`src/shared/tmr_pkg.sv`:
```
// Register map, field layout and state codes of the 16-bit timer
package tmr_pkg;
  // Bus geometry
  localparam int ADDR_W = 10;
  localparam int DATA_W = 32;
  // Register indices; byte address is four times the index
  localparam logic [7:0] MODE_IDX = 8'ha0;
  localparam logic [7:0] LOW_IDX = 8'ha1;
  localparam logic [7:0] HIGH_IDX = 8'ha2;
  localparam logic [7:0] EDGE_IDX = 8'hbf;
  localparam logic [7:0] STAT_IDX = 8'hc0;
  localparam logic [7:0] MASK_IDX = 8'hc1;
  // Mode register fields
  localparam int RUN_BIT = 7;
  localparam int RATE_HI = 6;
  localparam int RATE_LO = 4;
  localparam int CKS_BIT = 3;
  localparam int IEN_BIT = 1;
  localparam int FLAG_BIT = 0;
  // Edge control register fields
  localparam int WME_BIT = 1;
  localparam int POL_BIT = 0;
  // Status and mask fields
  localparam int ST_OVF = 0;
  localparam int ST_WIDTH = 1;
  localparam int ST_W = 2;
  // Reset values
  localparam logic [7:0] MODE_RST = 8'h00;
  localparam logic [7:0] LOW_RST = 8'h00;
  localparam logic [15:0] CNT_RST = 16'h0000;
  localparam logic [1:0] EDGE_RST = 2'h0;
  // Bus answers
  localparam logic [1:0] RESP_OKAY = 2'h0;
  localparam logic [1:0] RESP_SLVERR = 2'h2;
  // Counter limits
  localparam logic [15:0] CNT_ALL_ONES = 16'hffff;
  localparam logic [7:0] PRE_ALL_ONES = 8'hff;
  // Pulse-width measurement states
  typedef enum logic [2:0] {
    TMR_WAIT = 3'h1,
    TMR_MEAS = 3'h2,
    TMR_HOLD = 3'h4
  } tmr_wstate_t;
endpackage : tmr_pkg

```
`src/logic/tmr_core.sv`:
```
// 16-bit timer and event counter with AXI4-Lite register access
//
// Design decision made here: the AXI4-Lite interface to the registers.
`timescale 1ns/100ps
// How it works
// - Counter increments per selected event; wrap to zero sets request flag.
// - Mode bit 1 gates the request flag onto the interrupt.
// - Mode bit 7 stops counting when zero, runs when one.
// - Mode bits 6:4 pick clock divided by 256 down to 2.
// - Mode bit 3 picks prescaled clock or external source; resistiveOscEnable picks pin or oscillator output.
// - Edge bit 0 picks falling or rising edge counting.
// - Edge bit 1 enables width measure; bit 0 picks high or low pulse.
// - Reading high byte also copies counter low byte into low latch.
// - Writing high byte loads whole counter; low write alone does not.
// - Preloaded counter overflows after 65536 minus preload events.
// - Request flag is read/write; hardware sets, software writes zero.
// - Width mode holds count at end edge; flag clear rearms.
// - High pulse: rise starts, fall stops; low pulse the reverse.
module tmr_core (
  input wire logic clk, // 25 MHz system clock
  input wire logic nrst, // Async reset, active low
  input wire logic eventPin, // External event input pin
  input wire logic oscOut, // Resistive oscillator output
  input wire logic resistiveOscEnable, // Selects oscillator over pin
  input wire logic [9:0] awaddr, // Write address
  input wire logic [2:0] awprot, // Write protection, unused
  input wire logic awvalid, // Write address valid
  output logic awready, // Write address ready
  input wire logic [31:0] wdata, // Write data
  input wire logic [3:0] wstrb, // Write byte strobes
  input wire logic wvalid, // Write data valid
  output logic wready, // Write data ready
  output logic [1:0] bresp, // Write response
  output logic bvalid, // Write response valid
  input wire logic bready, // Write response ready
  input wire logic [9:0] araddr, // Read address
  input wire logic [2:0] arprot, // Read protection, unused
  input wire logic arvalid, // Read address valid
  output logic arready, // Read address ready
  output logic [31:0] rdata, // Read data
  output logic [1:0] rresp, // Read response
  output logic rvalid, // Read data valid
  input wire logic rready, // Read data ready
  output logic irqOut // Level interrupt, active high
);
  typedef struct packed {
    logic awHeld;
    logic [9:0] awAddr;
    logic wHeld;
    logic [7:0] wData;
    logic wLane;
    logic bValid;
    logic [1:0] bResp;
    logic rValid;
    logic [7:0] rData;
    logic [1:0] rResp;
    logic awReady;
    logic wReady;
    logic arReady;
    logic irq;
    logic run;
    logic [2:0] rate;
    logic cks;
    logic ien;
    logic flag;
    logic wme;
    logic pol;
    logic [7:0] lowLatch;
    logic [15:0] cnt;
    logic [1:0] stat;
    logic [1:0] mask;
    tmr_pkg::tmr_wstate_t ws;
  } tmr_core_state_t;

  localparam tmr_core_state_t ST_RST = '{
    ws: tmr_pkg::TMR_WAIT,
    default: '0
  };

  tmr_core_state_t st;
  tmr_core_state_t nx;
  logic preTick;
  logic srcIn;
  logic rise;
  logic fall;
  logic startEdge;
  logic stopEdge;
  logic srcEdge;
  logic cntInc;
  logic ovfEvt;
  logic widthEvt;
  logic wrGo;
  logic loadHigh;
  logic rdGo;
  logic [7:0] wIdx;
  logic [7:0] rIdx;

  ////////////////////////////////////////////////////////////////////////
  // Count clock sources
  tmr_prescaler #(
    .PRE_W(8)
  ) u_pre (
    .clk(clk),
    .nrst(nrst),
    .runEn(st.run),
    .rateSel(st.rate),
    .tickOut(preTick)
  );

  // Oscillator replaces the pin when its enable is set
  assign srcIn = resistiveOscEnable ? oscOut : eventPin;

  tmr_edge_sync u_sync (
    .clk(clk),
    .nrst(nrst),
    .sigIn(srcIn),
    .riseOut(rise),
    .fallOut(fall)
  );

  ////////////////////////////////////////////////////////////////////////
  // Next-state logic for counter, measurement and register bus
  always_comb
  begin
    nx = st;
    wIdx = st.awAddr[9:2];
    rIdx = araddr[9:2];
    // Edge roles by polarity
    startEdge = st.pol ? fall : rise;
    stopEdge = st.pol ? rise : fall;
    srcEdge = st.pol ? rise : fall;
    wrGo = st.awHeld && st.wHeld && !st.bValid;
    loadHigh = wrGo && st.wLane && wIdx == tmr_pkg::HIGH_IDX;
    rdGo = arvalid && st.arReady;
    cntInc = 1'b0;
    widthEvt = 1'b0;
    ovfEvt = 1'b0;

    // Width measurement sequencing
    case (st.ws)
      tmr_pkg::TMR_WAIT:
      begin
        if (st.wme && st.run && startEdge)
          nx.ws = tmr_pkg::TMR_MEAS;
      end
      tmr_pkg::TMR_MEAS:
      begin
        if (!st.wme)
          nx.ws = tmr_pkg::TMR_WAIT;
        else if (stopEdge)
        begin
          nx.ws = tmr_pkg::TMR_HOLD;
          widthEvt = 1'b1;
        end
        else
          cntInc = st.run && preTick;
      end
      tmr_pkg::TMR_HOLD:
      begin
        // Count frozen; rearm once software drops the flag
        if (!st.wme || !st.flag)
          nx.ws = tmr_pkg::TMR_WAIT;
      end
      default:
        nx.ws = tmr_pkg::TMR_WAIT;
    endcase

    // Ordinary timer or event counting
    if (!st.wme)
      cntInc = st.run && (st.cks ? srcEdge : preTick);
    // A load beats an increment in the same cycle
    if (cntInc && !loadHigh)
    begin
      nx.cnt = st.cnt + 16'h0001;
      ovfEvt = st.cnt == tmr_pkg::CNT_ALL_ONES;
    end

    // Write channel capture, either order
    if (awvalid && st.awReady)
    begin
      nx.awHeld = 1'b1;
      nx.awAddr = awaddr;
    end
    if (wvalid && st.wReady)
    begin
      nx.wHeld = 1'b1;
      nx.wData = wdata[7:0];
      nx.wLane = wstrb[0];
    end
    if (bready && st.bValid)
      nx.bValid = 1'b0;

    // Read: answer next cycle; high read latches low byte
    if (rready && st.rValid)
      nx.rValid = 1'b0;
    if (rdGo)
    begin
      nx.rValid = 1'b1;
      nx.rResp = tmr_pkg::RESP_OKAY;
      case (rIdx)
        tmr_pkg::MODE_IDX:
          nx.rData = {st.run, st.rate, st.cks, 1'b0, st.ien, st.flag};
        tmr_pkg::LOW_IDX:
          nx.rData = st.lowLatch;
        tmr_pkg::HIGH_IDX:
        begin
          nx.rData = st.cnt[15:8];
          nx.lowLatch = st.cnt[7:0];
        end
        tmr_pkg::EDGE_IDX:
          nx.rData = {6'h00, st.wme, st.pol};
        tmr_pkg::STAT_IDX:
        begin
          nx.rData = {6'h00, st.stat};
          nx.stat = '0;
        end
        tmr_pkg::MASK_IDX:
          nx.rData = {6'h00, st.mask};
        default:
        begin
          nx.rData = 8'h00;
          nx.rResp = tmr_pkg::RESP_SLVERR;
        end
      endcase
    end

    // Write commit once address and data are both held
    if (wrGo)
    begin
      nx.awHeld = 1'b0;
      nx.wHeld = 1'b0;
      nx.bValid = 1'b1;
      nx.bResp = tmr_pkg::RESP_OKAY;
      case (wIdx)
        tmr_pkg::MODE_IDX:
        begin
          if (st.wLane)
          begin
            nx.run = st.wData[tmr_pkg::RUN_BIT];
            nx.rate = st.wData[tmr_pkg::RATE_HI:tmr_pkg::RATE_LO];
            nx.cks = st.wData[tmr_pkg::CKS_BIT];
            nx.ien = st.wData[tmr_pkg::IEN_BIT];
            nx.flag = st.wData[tmr_pkg::FLAG_BIT];
          end
        end
        tmr_pkg::LOW_IDX:
        begin
          // Latch only; the counter is untouched
          if (st.wLane)
            nx.lowLatch = st.wData;
        end
        tmr_pkg::HIGH_IDX:
        begin
          if (st.wLane)
            nx.cnt = {st.wData, st.lowLatch};
        end
        tmr_pkg::EDGE_IDX:
        begin
          if (st.wLane)
          begin
            nx.wme = st.wData[tmr_pkg::WME_BIT];
            nx.pol = st.wData[tmr_pkg::POL_BIT];
          end
        end
        tmr_pkg::STAT_IDX:
          nx.bResp = tmr_pkg::RESP_OKAY;
        tmr_pkg::MASK_IDX:
        begin
          if (st.wLane)
            nx.mask = st.wData[tmr_pkg::ST_W-1:0];
        end
        default:
          nx.bResp = tmr_pkg::RESP_SLVERR;
      endcase
    end

    // Hardware set beats any clear in the same cycle
    if (ovfEvt || widthEvt)
      nx.flag = 1'b1;
    if (ovfEvt)
      nx.stat[tmr_pkg::ST_OVF] = 1'b1;
    if (widthEvt)
      nx.stat[tmr_pkg::ST_WIDTH] = 1'b1;

    // Registered readies and interrupt from the next state
    nx.awReady = !nx.awHeld && !nx.bValid;
    nx.wReady = !nx.wHeld && !nx.bValid;
    nx.arReady = !nx.rValid;
    nx.irq = (nx.flag && nx.ien) || |(nx.stat & nx.mask);
  end

  ////////////////////////////////////////////////////////////////////////
  // State register
  always_ff @(posedge clk or negedge nrst)
  begin
    if (!nrst)
      st <= ST_RST;
    else
      st <= nx;
  end

  // Outputs straight from the state
  assign awready = st.awReady;
  assign wready = st.wReady;
  assign bvalid = st.bValid;
  assign bresp = st.bResp;
  assign arready = st.arReady;
  assign rvalid = st.rValid;
  assign rresp = st.rResp;
  assign rdata = {24'h000000, st.rData};
  assign irqOut = st.irq;
endmodule : tmr_core

```
`src/logic/tmr_edge_sync.sv`:
```
// Two-flop synchroniser with rising and falling edge pulses
`timescale 1ns/100ps
module tmr_edge_sync (
  input wire logic clk, // System clock
  input wire logic nrst, // Async reset, active low
  input wire logic sigIn, // Asynchronous event source
  output logic riseOut, // One-cycle pulse per rising edge
  output logic fallOut // One-cycle pulse per falling edge
);
  typedef struct packed {
    logic s1;
    logic s2;
    logic prev;
  } tmr_sync_state_t;

  tmr_sync_state_t st;
  tmr_sync_state_t nx;

  ////////////////////////////////////////////////////////////////////////
  // First stage feeds only the second; edges come from later stages
  always_comb
  begin
    nx = st;
    nx.s1 = sigIn;
    nx.s2 = st.s1;
    nx.prev = st.s2;
    riseOut = st.s2 && !st.prev;
    fallOut = !st.s2 && st.prev;
  end

  always_ff @(posedge clk or negedge nrst)
  begin
    if (!nrst)
      st <= '0;
    else
      st <= nx;
  end
endmodule : tmr_edge_sync

```
`src/logic/tmr_prescaler.sv`:
```
// Prescaler giving one-cycle count ticks at clk/2 to clk/256
`timescale 1ns/100ps
module tmr_prescaler #(
  parameter int PRE_W = 8
) (
  input wire logic clk, // System clock
  input wire logic nrst, // Async reset, active low
  input wire logic runEn, // Count enable; low clears the divider
  input wire logic [2:0] rateSel, // Code 0 is /256, code 7 is /2
  output logic tickOut // One-cycle tick at the chosen rate
);
  typedef struct packed {
    logic [PRE_W-1:0] cnt;
  } tmr_pre_state_t;

  tmr_pre_state_t st;
  tmr_pre_state_t nx;
  logic [PRE_W-1:0] mask;

  ////////////////////////////////////////////////////////////////////////
  // Tick when the low bits selected by the rate are all ones
  always_comb
  begin
    nx = st;
    mask = PRE_W'(tmr_pkg::PRE_ALL_ONES >> rateSel);
    tickOut = runEn && ((st.cnt & mask) == mask);
    // Cleared while stopped so the first interval is full length
    nx.cnt = runEn ? st.cnt + 1'b1 : '0;
  end

  always_ff @(posedge clk or negedge nrst)
  begin
    if (!nrst)
      st <= '0;
    else
      st <= nx;
  end
endmodule : tmr_prescaler

```
`config.mk`:
```
export PLATFORM = sky130hd
export DESIGN_NAME = tmr_core
export DESIGN_NICKNAME = d
export VERILOG_FILES = /design/src/shared/tmr_pkg.sv /design/src/logic/tmr_core.sv /design/src/logic/tmr_edge_sync.sv /design/src/logic/tmr_prescaler.sv
export SDC_FILE = /design/constraint.sdc
export NUM_CORES = 1
export LEC_CHECK = 0
export ABC_AREA = 0
export CAP_MARGIN = 20
export CORE_MARGIN = 10
export CORE_UTILIZATION = 55
export CTS_CLUSTER_DIAMETER = 200
export DETAILED_ROUTE_END_ITERATION = 8
export DONT_BUFFER_PORTS = 1
export HOLD_SLACK_MARGIN = 0.1
export PLACE_DENSITY = 0.67
export SYNTH_ARGS = -nofsm -noshare
export SYNTH_HDL_FRONTEND = slang
export SYNTH_SLANG_ARGS = --single-unit
export TNS_END_PERCENT = 1
```
`constraint.sdc`:
```
create_clock -name clk -period 5.55 [get_ports clk]
set_input_delay 1.665 -clock clk [delete_from_list [all_inputs] [get_ports clk]]
set_output_delay 1.665 -clock clk [all_outputs]
set_load 0.05 [all_outputs]
```
# After elaboration in Yosys (flattened, before gate mapping)
# Index checks and enable logic that the tools add are counted.
totals:
  register_bits: 90
  in_bits: 72
  out_inout_bits: 42
  word_cells: 142
op_classes:
  n_addsub: 2
  n_eq_ne: 20
  shifts: 1
  muxes: 48
  bitwise_logic: 2
  reduce_logical: 39
op_table:
  columns: ["cell", "count"]
  rows:
  - ["$eq 8x8->1 const B", 12]
  - ["$mux 16", 3]
  - ["$pmux 8 s6", 1]
  - ["$mux 8", 5]
  - ["$mux 28", 1]
  - ["$mux 11", 2]
  - ["$mux 2", 11]
  - ["$logic_and 1x1->1", 20]
  - ["$mux 1", 18]
  - ["$add 16x1->16 const B", 1]
  - ["$eq 16x16->1 const B", 1]
  - ["$mux 3", 5]
  - ["$reduce_or 6->1", 2]
  - ["$logic_not 1->1", 10]
  - ["$mux 10", 1]
  - ["$pmux 3 s3", 1]
  - ["$reduce_and 3->1", 3]
  - ["$add 8x1->8 const B", 1]
  - ["$and 8x8->8", 1]
  - ["$eq 8x8->1", 1]
  - ["$shr 8x3->8 const A", 1]
  - ["$ne 2x2->1 const B", 2]
  - ["$eq 3x1->1 const B", 1]
  - ["$eq 3x2->1 const B", 1]
  - ["5 further kinds", 7]

# Depth between registers and ports, before layout
depth:
  ltp_word: 16
  mapped_depth: 9
  depth_no_buf: 6

# By module
# A second synthesis with hierarchy kept.
unflattened:
  hier_cells: 423
  area_unflattened_um2: 4460.5
by_module_without_submodules:
  columns: ["mod", "instances", "cells_per_inst", "area_each_um2", "seq_area_each_um2"]
  rows:
  - ["tmr_core", 1, 377, 3957.5, 1878.1]
  - ["tmr_prescaler", 1, 41, 412.9, 200.2]
  - ["tmr_edge_sync", 1, 5, 90.1, 75.1]

# Worst setup path before layout
# Ideal clock, no wire load.
synth_path:
  path_kind: "input port to flip-flop"
  start: "input port araddr[8]"
  end: "register st[23] (netlist name)"
  setup_time_ns: 0.137
  arrival_time_ns: 3.010
  required_time_ns: 5.413
  slack_ns: 2.403
  cell_stages: 6
  path_cell_list: "and4bb_1 > and4b_1 > clkbuf_1 > nand2_1 > mux2i_1 > a21oi_1"
synth_rtl:
  columns: ["item", "line_no", "text"]
  rows:
  - ["start, declared", "tmr_core.sv:36", "input wire logic [9:0] araddr,"]
  - ["end signal, assigned", "tmr_core.sv:299", "st <= nx;"]
  - ["end, declared", "tmr_core.sv:80", "tmr_core_state_t st;"]

==> key figures <==
Route
  • Total wire length: 9580 um
  • Final ANT Viol Nets: 0
  • DRT iter0 DRCs: 219
  • DR pass1 iterations: 4
  • Vias: 3104
  • DR vias/cell: around 5.9
  • Remaining DRCs: 0
  • Routed wire per std cell: 18.3 um

GRT
  • Largest net degree at the start of global routing: 87
  • First-pass GRT wire length: 16000 um
  • Gr usage total: between 10% and 20%
  • Remaining Overflow, GRT: 0
  • Initial antenna violation count: 0
  • Vias in the first global route: between 3000 and 4000

Logic synthesis
  • #FFs+latches synth: 86
  • Synth unique cells: 57
  • Synth top area share: 47.3%
  • Synth Instances: 431
  • Ys async rst share: 100%
  • Post-synth top cells: dfrtp_1 (85), nor2_1 (38), buf_4 (36)
  • Post-synth EDFFs: 0
  • Most frequent cell after synthesis: dfrtp_1
  • Leading post-synthesis cells by cell area: dfrtp_1 (47%), mux2_2 (7.0%), buf_4 (6.0%), mux2i_1 (3.3%), nor2_1 (3.2%)
  • Post-Syn Area: 0.00450 sq mm
  • Most common flop cell mapped by yosys: dfrtp_1
  • Area leader, netlist: dfrtp_1
  • Post-Syn Area per Cell: approximately 10 sq um
  • Yosys warns: 0
  • Seq/Total Area, Yosys: a little under half

Worst setup path
  • Max incr delay on CP: 0.47 ns
  • Reg2reg setup slack: 2.89 ns
  • Arr. time, crit path: 3.29 ns
  • Crit Path Max Fanout: 10
  • Max stage delay cell, worst path: and4b_1
  • Critical path class: input pin to register
  • CP endpoint kind: register
  • Kind of start point of the critical path: input pin
  • Crit path cell chain: and4bb_1 > and4b_1 > nand2_1 > mux2i_1 > a21oi_1
  • Crit path from: araddr[8]
  • Worst Path Required: roughly 5.8 ns
  • Reg2Reg Launch Point: st[31]$_DFFE_PN0P_

Clock tree
  • Clock buffer depth: 2
  • Worst skew pair latency: approximately 0.35 ns
  • Num Clock Sinks: 86
  • CTS Hold Bufs: 0
  • Setup bufs post-CTS: 0
  • CTS root buf: clkbuf_8
  • H-Tree Depth: 3
  • Clk slew on worst S/H paths: around 0.090 ns
  • Post-CTS resize count: 0
  • CTS tree: built
  • Total CTS buffers: 9

Power and ir drop
  • Pwr dens: approximately 360 mW/mm^2
  • VDD IR max: 0.000236 V
  • Leakage: 0.00204 uW

Worst hold path
  • Worst min path class: register to register
  • HP Start: u_sync.nx[1]$_DFF_PN0_

Timing
  • Tcrit/Tclk final: 55.5%
  • Unrepaired setup endpoints after global routing: no
  • Count of pins over their slew limit: 0
  • Final setup violation count: 0
  • Worst-margin pin slew: 0.876 ns
  • Skew final: 0.00943 ns
  • Total Neg Setup Slack: 0 ns
  • Final Hold Fails: 0
  • Peak Freq: 0.325 GHz
  • Rel. slew slack: 40.8%
  • Final critical-path required period: 3.08 ns

Layout
  • Antenna diodes: 0
  • Area Growth Syn to Fin: 1.59%
  • Final Net Count: 492
  • Layout cell share with drive strength beyond 1: between 10% and 20%
  • Non-filler cells, final: around 530

Place
  • Placer congestion estimate: between 0.8 and 0.9
  • Number of port buffers: 0
  • Final HPWL DP: roughly 7000 um
  • Placed insts: 509

Floorplan
  • Die width: around 110 um
  • Core Footprint: 0.00785 sq mm
  • Initial cell density of the core: a little under three fifths
  • # IOs: 114
  • Row count: 32
  • Total die area: 0.0122 sq mm
  • Die H: 110 um

Outcome
  • Status: finished clean

Job
  • Max Cap Viol: 0
sequential cells by signal (all words and copies together) (netlist names):
signal	flops
rresp	1
bresp	1
st	59
bvalid	1
irqOut	1
rdata	8
arready	1
u_pre.st	8
rvalid	1
wready	1
awready	1
u_sync.st	1
u_sync.nx	2
cell usage in the layout (no fill, tap or decap), drive strengths merged, types with 3 or more instances in the layout:
master and instances:
a21oi 28, a22o 9, a31oi 7, and2 12, and3 4, and4b 3
clkbuf 12, clkinv 3, conb 26, dfrtp 85, inv 8, mux2 28
mux2i 15, nand2 28, nand2b 3, nand3 8, nand4 6, nand4b 3
nor2 38, nor2b 6, nor3b 5, o2111ai 6, o21ai 20, o31ai 4
or2 3, or3 3, or4 5, xnor2 6, xor2 10
stage by stage:
step / hold slack, ns / cell area, sq um / util (%) / power [uW] / worst slack [ns]
2_1_floorplan: 0.331 / 4590 / - / 1180 / 2.40
3_3_place_gp: 0.337 / 4370 / 55.7 / 1240 / 2.14
3_5_place_dp: 0.335 / 4370 / 55.7 / 1250 / 2.13
4_1_cts: 0.356 / 4570 / 58.2 / 1680 / 2.50
5_1_grt: 0.366 / 4570 / 58.2 / 1750 / 2.27
6_report: 0.354 / 4570 / 58.2 / 1660 / 2.47
worst max-delay path, delay by kind of cell:
kind	cells	cell delay, ns
AND/OR/NAND/NOR	3	1.24
multiplexers	1	0.29
AO/OA/AOI/OAI	1	0.09
power by group:
group	switching (uW)	internal (uW)	total, uW
Clock	222	200	422
Combinational	130	138	268
Sequential	220	752	972
area by class of cell:
cell class                      instances  area (sq um)
Timing Repair Buffer                    1          7.51
Inverter                                8          30.0
Multi-Input combinational cell        312          2050
Sequential cell                        86          2150
Clock inverter                          4          30.0
Fill cell                             691          3280
Clock buffer                           12           165
Tap cell                              102           128
worst paths after layout:
| kind | end | depth (start not counted) |
|---|---|---|
| max | st[23]$_DFF_PN0_ | 5 |
| min | u_sync.nx[0]$_DFF_PN0_ | 0 |
| max reg2reg | irqOut$_DFF_PN0_ | 6 |
| min reg2reg | u_sync.nx[0]$_DFF_PN0_ | 0 |
| max in group asynchronous | st[0]$_DFFE_PN1P_ | 0 |
| min in group asynchronous | st[71]$_DFFE_PN0P_ | 0 |
cell families after synthesis:
logic type | after synthesis | synth area share [%]
xor gates and xnor gates | 16 | 3.12
muxes | 43 | 10.4
adders and majority gates | 2 | 0.557
DFF | 86 | 47.9
buffers and inverters | 58 | 8.52
and+or+nand+nor | 138 | 16.7
other | 1 | 0.0834
AOI/OAI and AO/OA | 87 | 12.8
per-layer routing:
layer  up-vias  track usage [%]  wire, um
met5         -                0         0
met2       104             23.7      4350
met3        12             6.65       944
met4         0             4.84       144
met1      1528             19.1      4150
li1       1460                -         -
Note: power is estimated with default switching activity, not from simulation.
